===== src/rtl/spicc_pkg.sv =====
// Purpose: Shared constants and types of the serial port control block
// Assumes: APB offsets are byte addresses, one 32-bit word per register
// Notes: Bit positions refer to the control words held by the top module
package spicc_pkg;
  // ----------------------------------------
  // Register offsets
  // ----------------------------------------
  localparam logic [7:0] A_CTRL0 = 8'h00;
  localparam logic [7:0] A_CTRL1 = 8'h04;
  localparam logic [7:0] A_DATA = 8'h08;
  localparam logic [7:0] A_STAT = 8'h0C;
  localparam logic [7:0] A_MASK = 8'h14;
  localparam logic [7:0] A_IRQ = 8'h18;
  localparam logic [31:0] CTRL0_RST = 32'h0;
  localparam logic [31:0] CTRL1_RST = 32'h0;
  // ----------------------------------------
  // Field positions
  // ----------------------------------------
  localparam int FS_LO = 0;
  localparam int SCR_LO = 8;
  localparam int FRF_LO = 21;
  localparam int EN_B = 1;
  localparam int ROLE_B = 2;
  localparam int GATE_B = 3;
  localparam int RXORD_LO = 4;
  localparam int MICROWIRE_WAIT_ENABLE_B = 6;
  localparam int RXTHR_LO = 7;
  localparam int TXTHR_LO = 10;
  localparam int WAIT_LO = 14;
  localparam int TXORD_LO = 18;
  localparam int DLY_B = 21;
  // ----------------------------------------
  // Encodings and counts
  // ----------------------------------------
  localparam logic [4:0] FS_MIN = 5'h03;
  localparam logic [1:0] FRF_SPI = 2'h0;
  localparam logic [1:0] FRF_MW = 2'h2;
  localparam int DELAY_CYC = 2;
  localparam logic [2:0] SYNC_RST = 3'h2;
  localparam int IRQ_RX = 0;
  localparam int IRQ_TX = 1;
  localparam int IRQ_OVR = 2;
  localparam int IRQ_DONE = 3;

  typedef enum logic [1:0] {SPICC_IDLE, SPICC_XFER, SPICC_WAIT} spicc_st_t;

  // Reserved threshold codes fall back to one element
  function automatic logic [3:0] spicc_lvl(input logic [2:0] code);
    unique case (code)
      3'h1: spicc_lvl = 4'h4;
      3'h2: spicc_lvl = 4'h8;
      default: spicc_lvl = 4'h1;
    endcase
  endfunction : spicc_lvl
endpackage : spicc_pkg


===== src/rtl/spicc_pin_if.sv =====
// Purpose: Synchronised link levels passed from the pin stage to the engine
// Assumes: All members are on the pclk domain
// Notes: dly_en flows back from the control word
`timescale 1ns/10ps
interface spicc_pin_if;
  logic sclk;
  logic ss_n;
  logic sdi;
  logic dly_en;
  modport src (output sclk, output ss_n, output sdi, input dly_en);
  modport dst (input sclk, input ss_n, input sdi, output dly_en);
endinterface : spicc_pin_if


===== src/rtl/spicc_sync.sv =====
// Purpose: Two-flop synchronisers for link pins and the optional input delay
// Assumes: Raw pins are asynchronous to pclk
// Notes: The delay taps the synchronised data, never the first flop
`timescale 1ns/10ps
module spicc_sync (
  input wire logic pclk,
  input wire logic presetn,
  input wire logic sclk_raw,
  input wire logic ss_n_raw,
  input wire logic sdi_raw,
  spicc_pin_if.src lk
);
  typedef struct packed {
    logic [2:0] m;
    logic [2:0] s;
    logic [1:0] dl;
  } spicc_sync_t;
  spicc_sync_t q;
  spicc_sync_t d;

  always_comb begin
    d = q;
    d.m = {sclk_raw, ss_n_raw, sdi_raw};
    d.s = q.m;
    d.dl = {q.dl[0], q.s[0]};
  end

  always_ff @(posedge pclk or negedge presetn) begin
    if (!presetn) begin
      q <= '{m: spicc_pkg::SYNC_RST, s: spicc_pkg::SYNC_RST, dl: 2'h0};
    end else begin
      q <= d;
    end
  end

  assign lk.sclk = q.s[2];
  assign lk.ss_n = q.s[1];
  assign lk.sdi = lk.dly_en ? q.dl[1] : q.s[0];
endmodule : spicc_sync


===== src/rtl/spicc_order.sv =====
// Purpose: Byte and bit ordering of one right-justified element
// Assumes: Input bits above the element size are zero
// Notes: Each mapping is its own inverse, so transmit and receive share it
`timescale 1ns/10ps
module spicc_order (
  input wire logic [31:0] din,
  input wire logic [5:0] size,
  input wire logic [1:0] code,
  output logic [31:0] dout
);
  logic [31:0] frev;
  logic [31:0] full;
  logic [31:0] brev;
  logic [31:0] fbrev;

  genvar i;
  generate
    for (i = 0; i < 32; i++) begin : g_bit
      assign frev[i] = din[31 - i];
      assign brev[i] = din[(i / 8) * 8 + 7 - (i % 8)];
      assign fbrev[i] = full[(i / 8) * 8 + 7 - (i % 8)];
    end
  endgenerate

  // Whole-element reversal is byte reversal plus bit reversal in each byte
  assign full = frev >> (6'd32 - size);

  always_comb begin
    unique case (code)
      2'h0: dout = din;
      2'h1: dout = fbrev;
      2'h2: dout = brev;
      default: dout = full;
    endcase
  end
endmodule : spicc_order


===== src/rtl/spicc_top.sv =====
// Purpose: Serial port with SPI or MicroWire framing, APB registers, FIFOs
// Assumes: Clock mode 0 (idle low, sample on rise, shift on fall)
// Notes: Master bit timing is (scr+1) pclk cycles per half period
// Operation
// - Role bit 0 makes the port master, 1 makes it slave.
// - Slave with output gate set never drives MISO.
// - Gate lets one ungated slave answer a broadcast from the master.
// - Receive ordering field selects byte and bit order of received elements.
// - Transmit ordering field selects the same four orders for sent elements.
// - MicroWire wait bit adds one wait state between frames.
// - Receive request rises at 1, 4 or 8 held elements.
// - Transmit request rises at 1, 4 or 8 held elements.
// - SPI wait field sets wait states between consecutive frames.
// - Input delay bit delays received data by two clocks.
// - Every control field resets to zero.
// - Frame size is size field plus one, 4 to 32 bits.
// - Format field 0 selects SPI framing, 2 selects MicroWire.
//
// Register access over APB was left to the implementer.
`timescale 1ns/10ps
module spicc_top #(
  parameter int DEPTH = 8
) (
  input wire logic pclk,
  input wire logic presetn,
  input wire logic psel,
  input wire logic penable,
  input wire logic pwrite,
  input wire logic [7:0] paddr,
  input wire logic [31:0] pwdata,
  output logic [31:0] prdata,
  output logic pready,
  output logic pslverr,
  input wire logic sclk_i,
  output logic sclk_o,
  output logic sclk_oe,
  input wire logic ss_n_i,
  output logic ss_n_o,
  input wire logic mosi_i,
  output logic mosi_o,
  output logic mosi_oe,
  input wire logic miso_i,
  output logic miso_o,
  output logic miso_oe,
  output logic irq
);
  localparam int AW = $clog2(DEPTH);
  localparam int CW = AW + 1;

  typedef struct packed {
    spicc_pkg::spicc_st_t st;
    logic [31:0] c0;
    logic [31:0] c1;
    logic [DEPTH-1:0][31:0] txf;
    logic [DEPTH-1:0][31:0] rxf;
    logic [AW-1:0] twp;
    logic [AW-1:0] trp;
    logic [AW-1:0] rwp;
    logic [AW-1:0] rrp;
    logic [CW-1:0] tcnt;
    logic [CW-1:0] rcnt;
    logic [31:0] sh;
    logic [31:0] rsh;
    logic [5:0] bits;
    logic [7:0] div;
    logic [4:0] wcnt;
    logic [3:0] mask;
    logic [3:0] istat;
    logic [31:0] prdata;
    logic pready;
    logic pslverr;
    logic sclk;
    logic sclk_d;
    logic sclk_oe;
    logic ss_n;
    logic mosi_oe;
    logic miso_oe;
    logic irq;
  } spicc_state_t;

  spicc_state_t q;
  spicc_state_t d;
  spicc_pin_if lk ();

  logic en, role, gate, mw, setup, acc, wr, rd, hit, clr;
  logic tick, rise, fall, tpush, tpop, rpush, rpop, ovr, done_m;
  logic [5:0] n;
  logic [31:0] msk, txm, rxm, rnx, ld_sh;
  logic [3:0] rlvl, tlvl, ev;

  // ----------------------------------------
  // Pin stage and ordering
  // ----------------------------------------
  spicc_sync u_sync (
    .pclk(pclk),
    .presetn(presetn),
    .sclk_raw(sclk_i),
    .ss_n_raw(ss_n_i),
    .sdi_raw(q.c1[spicc_pkg::ROLE_B] ? mosi_i : miso_i),
    .lk(lk.src)
  );
  assign lk.dly_en = q.c1[spicc_pkg::DLY_B];

  spicc_order u_txo (
    .din(q.txf[q.trp] & msk),
    .size(n),
    .code(q.c1[spicc_pkg::TXORD_LO +: 2]),
    .dout(txm)
  );

  spicc_order u_rxo (
    .din(rnx & msk),
    .size(n),
    .code(q.c1[spicc_pkg::RXORD_LO +: 2]),
    .dout(rxm)
  );

  // ----------------------------------------
  // Next state
  // ----------------------------------------
  always_comb begin
    d = q;
    en = q.c1[spicc_pkg::EN_B];
    role = q.c1[spicc_pkg::ROLE_B];
    gate = q.c1[spicc_pkg::GATE_B];
    mw = q.c0[spicc_pkg::FRF_LO +: 2] == spicc_pkg::FRF_MW;
    // Reserved small sizes run as 4 bits rather than a degenerate frame
    n = (q.c0[spicc_pkg::FS_LO +: 5] < spicc_pkg::FS_MIN) ? 6'h04
      : {1'b0, q.c0[spicc_pkg::FS_LO +: 5]} + 6'h01;
    msk = 32'hFFFFFFFF >> (6'd32 - n);
    ld_sh = txm << (6'd32 - n);
    rnx = {q.rsh[30:0], lk.sdi};
    rlvl = spicc_pkg::spicc_lvl(q.c1[spicc_pkg::RXTHR_LO +: 3]);
    tlvl = spicc_pkg::spicc_lvl(q.c1[spicc_pkg::TXTHR_LO +: 3]);
    setup = psel && !penable;
    acc = psel && penable && q.pready;
    wr = acc && pwrite;
    rd = acc && !pwrite;
    hit = paddr inside {spicc_pkg::A_CTRL0, spicc_pkg::A_CTRL1, spicc_pkg::A_DATA,
                        spicc_pkg::A_STAT, spicc_pkg::A_MASK, spicc_pkg::A_IRQ};
    tpush = 1'b0;
    tpop = 1'b0;
    rpush = 1'b0;
    rpop = 1'b0;
    clr = 1'b0;
    done_m = 1'b0;
    d.sclk_d = lk.sclk;
    // APB: one access cycle, data prepared during setup
    d.pready = setup;
    d.pslverr = setup && !hit;
    if (setup && !pwrite) begin
      unique case (paddr)
        spicc_pkg::A_CTRL0: d.prdata = q.c0;
        spicc_pkg::A_CTRL1: d.prdata = q.c1;
        spicc_pkg::A_DATA: d.prdata = q.rxf[q.rrp];
        spicc_pkg::A_STAT: d.prdata = {27'h0, q.st != spicc_pkg::SPICC_IDLE || q.tcnt != '0,
                                       q.rcnt == CW'(DEPTH), q.rcnt != '0,
                                       q.tcnt != CW'(DEPTH), q.tcnt == '0};
        spicc_pkg::A_MASK: d.prdata = {28'h0, q.mask};
        spicc_pkg::A_IRQ: d.prdata = {28'h0, q.istat};
        default: d.prdata = 32'h0;
      endcase
    end
    if (wr) begin
      unique case (paddr)
        spicc_pkg::A_CTRL0: d.c0 = pwdata;
        spicc_pkg::A_CTRL1: d.c1 = pwdata;
        spicc_pkg::A_DATA: tpush = q.tcnt != CW'(DEPTH);
        spicc_pkg::A_MASK: d.mask = pwdata[3:0];
        default: ;
      endcase
    end
    if (rd) begin
      rpop = (paddr == spicc_pkg::A_DATA) && q.rcnt != '0;
      clr = paddr == spicc_pkg::A_IRQ;
    end
    // Edge events: master from its divider, slave from the synced clock
    tick = q.div == q.c0[spicc_pkg::SCR_LO +: 8];
    rise = role ? (lk.sclk && !q.sclk_d) : (tick && !q.sclk);
    fall = role ? (!lk.sclk && q.sclk_d) : (tick && q.sclk);
    if (q.st != spicc_pkg::SPICC_IDLE) begin
      d.div = tick ? 8'h00 : q.div + 8'h01;
    end
    if (!en) begin
      d.st = spicc_pkg::SPICC_IDLE;
      d.ss_n = 1'b1;
      d.sclk = 1'b0;
    end else begin
      unique case (q.st)
        spicc_pkg::SPICC_IDLE: begin
          if (role ? !lk.ss_n : q.tcnt != '0) begin
            tpop = q.tcnt != '0;
            // An empty slave shifts out zeros instead of stalling the master
            d.sh = tpop ? ld_sh : 32'h0;
            d.bits = n;
            d.div = 8'h00;
            d.ss_n = role;
            d.st = spicc_pkg::SPICC_XFER;
          end
        end
        spicc_pkg::SPICC_XFER: begin
          if (role && lk.ss_n) begin
            d.st = spicc_pkg::SPICC_IDLE;
          end else begin
            if (!role && tick) begin
              d.sclk = !q.sclk;
            end
            if (rise && q.bits != 6'h00) begin
              d.rsh = rnx;
              d.bits = q.bits - 6'h01;
              rpush = q.bits == 6'h01;
            end
            if (fall) begin
              if (q.bits == 6'h00) begin
                done_m = !role;
                d.st = role ? spicc_pkg::SPICC_IDLE : spicc_pkg::SPICC_WAIT;
                d.wcnt = mw ? {4'h0, q.c1[spicc_pkg::MICROWIRE_WAIT_ENABLE_B]}
                  : {1'b0, q.c1[spicc_pkg::WAIT_LO +: 4]};
              end else begin
                d.sh = q.sh << 1;
              end
            end
          end
        end
        default: begin
          if (tick) begin
            if (q.wcnt == 5'h00) begin
              d.ss_n = 1'b1;
              d.st = spicc_pkg::SPICC_IDLE;
            end else begin
              d.wcnt = q.wcnt - 5'h01;
            end
          end
        end
      endcase
    end
    // ----------------------------------------
    // FIFOs
    // ----------------------------------------
    ovr = rpush && q.rcnt == CW'(DEPTH) && !rpop;
    if (tpush) begin
      d.txf[q.twp] = pwdata;
      d.twp = q.twp + AW'(1);
    end
    if (tpop) begin
      d.trp = q.trp + AW'(1);
    end
    if (rpush && !ovr) begin
      d.rxf[q.rwp] = rxm;
      d.rwp = q.rwp + AW'(1);
    end
    if (rpop) begin
      d.rrp = q.rrp + AW'(1);
    end
    d.tcnt = q.tcnt + CW'(tpush) - CW'(tpop);
    d.rcnt = q.rcnt + CW'(rpush && !ovr) - CW'(rpop);
    // ----------------------------------------
    // Interrupts: set wins over read-clear
    // ----------------------------------------
    ev = '0;
    ev[spicc_pkg::IRQ_RX] = q.rcnt >= CW'(rlvl);
    ev[spicc_pkg::IRQ_TX] = q.tcnt >= CW'(tlvl);
    ev[spicc_pkg::IRQ_OVR] = ovr;
    ev[spicc_pkg::IRQ_DONE] = done_m || (rpush && role);
    d.istat = (clr ? 4'h0 : q.istat) | ev;
    d.irq = |(d.istat & d.mask);
    // ----------------------------------------
    // Pin drivers
    // ----------------------------------------
    d.sclk_oe = en && !role;
    d.mosi_oe = en && !role;
    d.miso_oe = en && role && !gate && !lk.ss_n;
  end

  always_ff @(posedge pclk or negedge presetn) begin
    if (!presetn) begin
      q <= '0;
      q.st <= spicc_pkg::SPICC_IDLE;
      q.c0 <= spicc_pkg::CTRL0_RST;
      q.c1 <= spicc_pkg::CTRL1_RST;
      q.ss_n <= 1'b1;
    end else begin
      q <= d;
    end
  end

  assign prdata = q.prdata;
  assign pready = q.pready;
  assign pslverr = q.pslverr;
  assign sclk_o = q.sclk;
  assign sclk_oe = q.sclk_oe;
  assign ss_n_o = q.ss_n;
  assign mosi_o = q.sh[31];
  assign mosi_oe = q.mosi_oe;
  assign miso_o = q.sh[31];
  assign miso_oe = q.miso_oe;
  assign irq = q.irq;
endmodule : spicc_top


===== config.mk =====
export PLATFORM = sky130hd
export DESIGN_NAME = spicc_top
export DESIGN_NICKNAME = d
export VERILOG_FILES = /design/src/rtl/spicc_pkg.sv /design/src/rtl/spicc_pin_if.sv /design/src/rtl/spicc_sync.sv /design/src/rtl/spicc_order.sv /design/src/rtl/spicc_top.sv
export SDC_FILE = /design/constraint.sdc
export NUM_CORES = 2
export LEC_CHECK = 0
export BUFFER_PORTS_ARGS = -buffer_cell sky130_fd_sc_hd__clkbuf_2
export CAP_MARGIN = 40
export CORE_ASPECT_RATIO = 1.75
export CORE_MARGIN = 2
export CORE_UTILIZATION = 60
export DETAILED_ROUTE_END_ITERATION = 10
export GPL_TIMING_DRIVEN = 0
export PLACE_DENSITY = 0.77
export SYNTH_ARGS = -nofsm -noshare
export SYNTH_HDL_FRONTEND = slang
export SYNTH_HIERARCHICAL = 1
export SYNTH_SLANG_ARGS = --single-unit

===== constraint.sdc =====
create_clock -name pclk -period 9.1 [get_ports pclk]
set_clock_uncertainty 0.1 [all_clocks]
set_input_delay 0.91 -clock pclk [delete_from_list [all_inputs] [get_ports pclk]]
set_output_delay 0.91 -clock pclk [all_outputs]
set_load 0.005 [all_outputs]

==> impl_metrics.csv <==
group,metric,value,unit
clock_network,clockBufferDepth,3,
timing,max_slew.worst_pin.slew,1.09,ns
global_route,grt_use_total,38.4,%
placed_design,place_inst,4491,
synth,synth_edf_count,0,
clock_network,clk_pin_slew_worst_paths,0.07,ns
drt,drt_iter0_drc,2777,
timing,slew_headroom,27.2,%
setup_path,reg2reg_slack,0.21,ns
setup_path,worst-path-buf-inv,6,
clock_network,cts_setup_buffers,0,
cells_and_area,ff_latch_area,0.0184,mm2
global_route,grt_overflow_total,0,
timing,setup_slack,0.206,ns
cells_and_area,final_util,67.1,%
synth,synthesis.area,0.0422,mm2
cells_and_area,largest_register,"q",
drt,totalWireLength,137,mm
clock_network,ctsHtreeMaxLevel,3,
synth,synth_ff_type,"dfrtp_1",
setup_path,arrival,9.28,ns
setup_path,crit_cells,27,
cells_and_area,finalNonFillerCells,4626,
synth,yosys_register_bits,736,
power_and_ir_drop,cellPowerDensity,143,mW/mm2
setup_path,r2r-start,"q[699]",
synth,synth_cells,3469,
setup_path,critPathSlowestCell,"a211oi_1",
setup_path,endpoint_kind,"flop",
global_route,antenna_found_initial,9,
global_route,grt_max_degree,108,
global_route,first_global_vias,32800,
setup_path,crit_path_start_kind,"flop",
power_and_ir_drop,leakagePower,21.0,nW
synth,yosysSeqAreaShare,43.7,%
synth,synthArstFlopShare,100,%
drt,drtPass1Iterations,7,
floorplanning,fp.dieH,355,um
clock_network,root_buffer,"clkbuf_16",
drt,ant_nets,0,
cells_and_area,multi_input_area,0.0220,mm2
placed_design,dpl_worst_slack,0.202,ns
clock_network,cts_sinks,736,
floorplanning,design.die.area,0.0725,mm2
placed_design,io_buffer_count,61,
synth,ys_types,105,
timing,rsz0062_at_grt,"false",
floorplanning,io_pins,91,
synth,syn_nets,3554,
clock_network,clk_latency,0.64,ns
timing,drv_slew,0,
outcome,status,"completed",
clock_network,cts_buffers,68,
worst_hold_path,hp-class,"input pin to async pin",
placed_design,detailed_place.area,0.0443,mm2
setup_path,r2r_cells,27,
timing,period_minus_slack,8.89,ns
clock_network,cts_tree,"yes",
timing,max_freq,112,MHz
setup_path,timing.rr.end,"q[122]",
clock_network,cts_resized,0,
cells_and_area,areaGrowthSynthToFinish,10.5,%
floorplanning,fp.coreArea,0.0695,mm2
drt,wl_per_cell,29.6,um
drt,viasPerCell,6.80,
setup_path,worstSetupPathType,"flop to flop",
setup_path,cpMostUsedCell,"o21ai_0",
setup_path,cp_data_required_time,9.48,ns
run,drv_cap,0,
synth,avgSynthCellArea,12.2,um2
drt,vias,31500,
power_and_ir_drop,vdd_drop_max,0.000187,V
setup_path,slowest_delay,0.64,ns
synth,yosys_warnings,6,
cells_and_area,num-nets-final,3741,
timing,setup_tns,0,ns
placed_design,gp_congestion,1.07,
clock_network,cts_hold_buf,0,
cells_and_area,largest_reg_flops,685,
cells_and_area,fillers,5135,
setup_path,worstPathMaxFanout,10,
floorplanning,rows,128,
drt,drt_drc_violations_left,0,
cells_and_area,layout-drive-gt1-share,34.7,%
placed_design,dp.final_hpwl,102,mm
floorplanning,start_util,60.7,%
setup_path,crit_family,"compound AO/OA/AOI/OAI gates",
timing,fin_crit_sh,97.7,%
timing,setup_viol,0,
floorplanning,fp.dieW,204,um
cells_and_area,fin_area,0.0466,mm2
timing,finalHoldViolCount,0,
global_route,grt_pass1_wl,205,mm
==> layout by cell type, fill, tap and decap left out, types with 94 or more instances in the layout <==
cell type | synthesis | final
a21oi_1 | 109 | 109
clkbuf_1 | 117 | 136
dfrtp_1 | 733 | 733
mux2_2 | 689 | 689
mux2i_1 | 171 | 171
mux4_2 | 185 | 185
nand2_1 | 232 | 232
nor2_1 | 151 | 151
o21ai_0 | 94 | 94
==> where the power goes <==
group	switching, mW	internal, mW
Combinational	0.284	0.133
Sequential	0.0195	3.30
Clock	1.30	1.65
Total	1.61	5.08
==> layer usage <==
metal	global-route usage [%]	routed length, um	vias to the layer above
met5	0	11	-
met4	33.0	14400	2
met3	6.79	9090	646
met2	63.6	67200	1593
met1	42.6	46300	15900
li1	-	-	13300
==> stage by stage <==
stage | power [mW] | hold WS (ns)
after floorplan | 3.59 | 0.231
after global placement | 3.76 | 0.232
after detailed placement | 3.79 | 0.236
after CTS | 6.70 | 0.149
after global routing | 6.88 | 0.188
final | 6.69 | 0.140
==> logic make-up after synthesis <==
logic type | synth area share (%)
compound gates | 8.88
xor+xnor | 1.02
fa+ha+maj | 1.10
buf+inv | 4.23
flops | 43.7
mux | 32.8
simple gates | 8.33
==> synth_stat cells (all sizes together) (39+ instances only) <==
cell type	instances	area, um2
a31oi	39	244
mux2	690	7770
clkbuf	119	467
inv	58	220
nor3	45	248
mux4	191	4320
a21oi	110	554
dfrtp	733	18300
buf	190	1090
a211oi	68	526
o21ai	101	509
nand2	235	905
and3	40	250
nor2	152	578
mux2i	171	1710
==> worst max-delay path by stage <==
stage                        from      to  slack (ns)
after floorplan            q[699]  q[128]        2.78
after global placement    presetn  q[452]      -10.28
after detailed placement   q[699]  q[126]        0.20
after CTS                  q[699]  q[122]        0.11
after global routing       q[699]  q[122]        0.10
final                      q[699]  q[122]        0.21
==> layout make-up <==
cell class,count,share of cell area [%]
clock inverters,24,0.760
clock buffers,100,4.17
well taps,910,2.44
inverters,60,0.489
plain buffers,309,3.34
repair buffers,117,2.10
flip-flops and latches,736,39.5
multi-input cells,2364,47.1
diodes,6,0.0322
No activity file was read; power rests on OpenSTA's default activity.
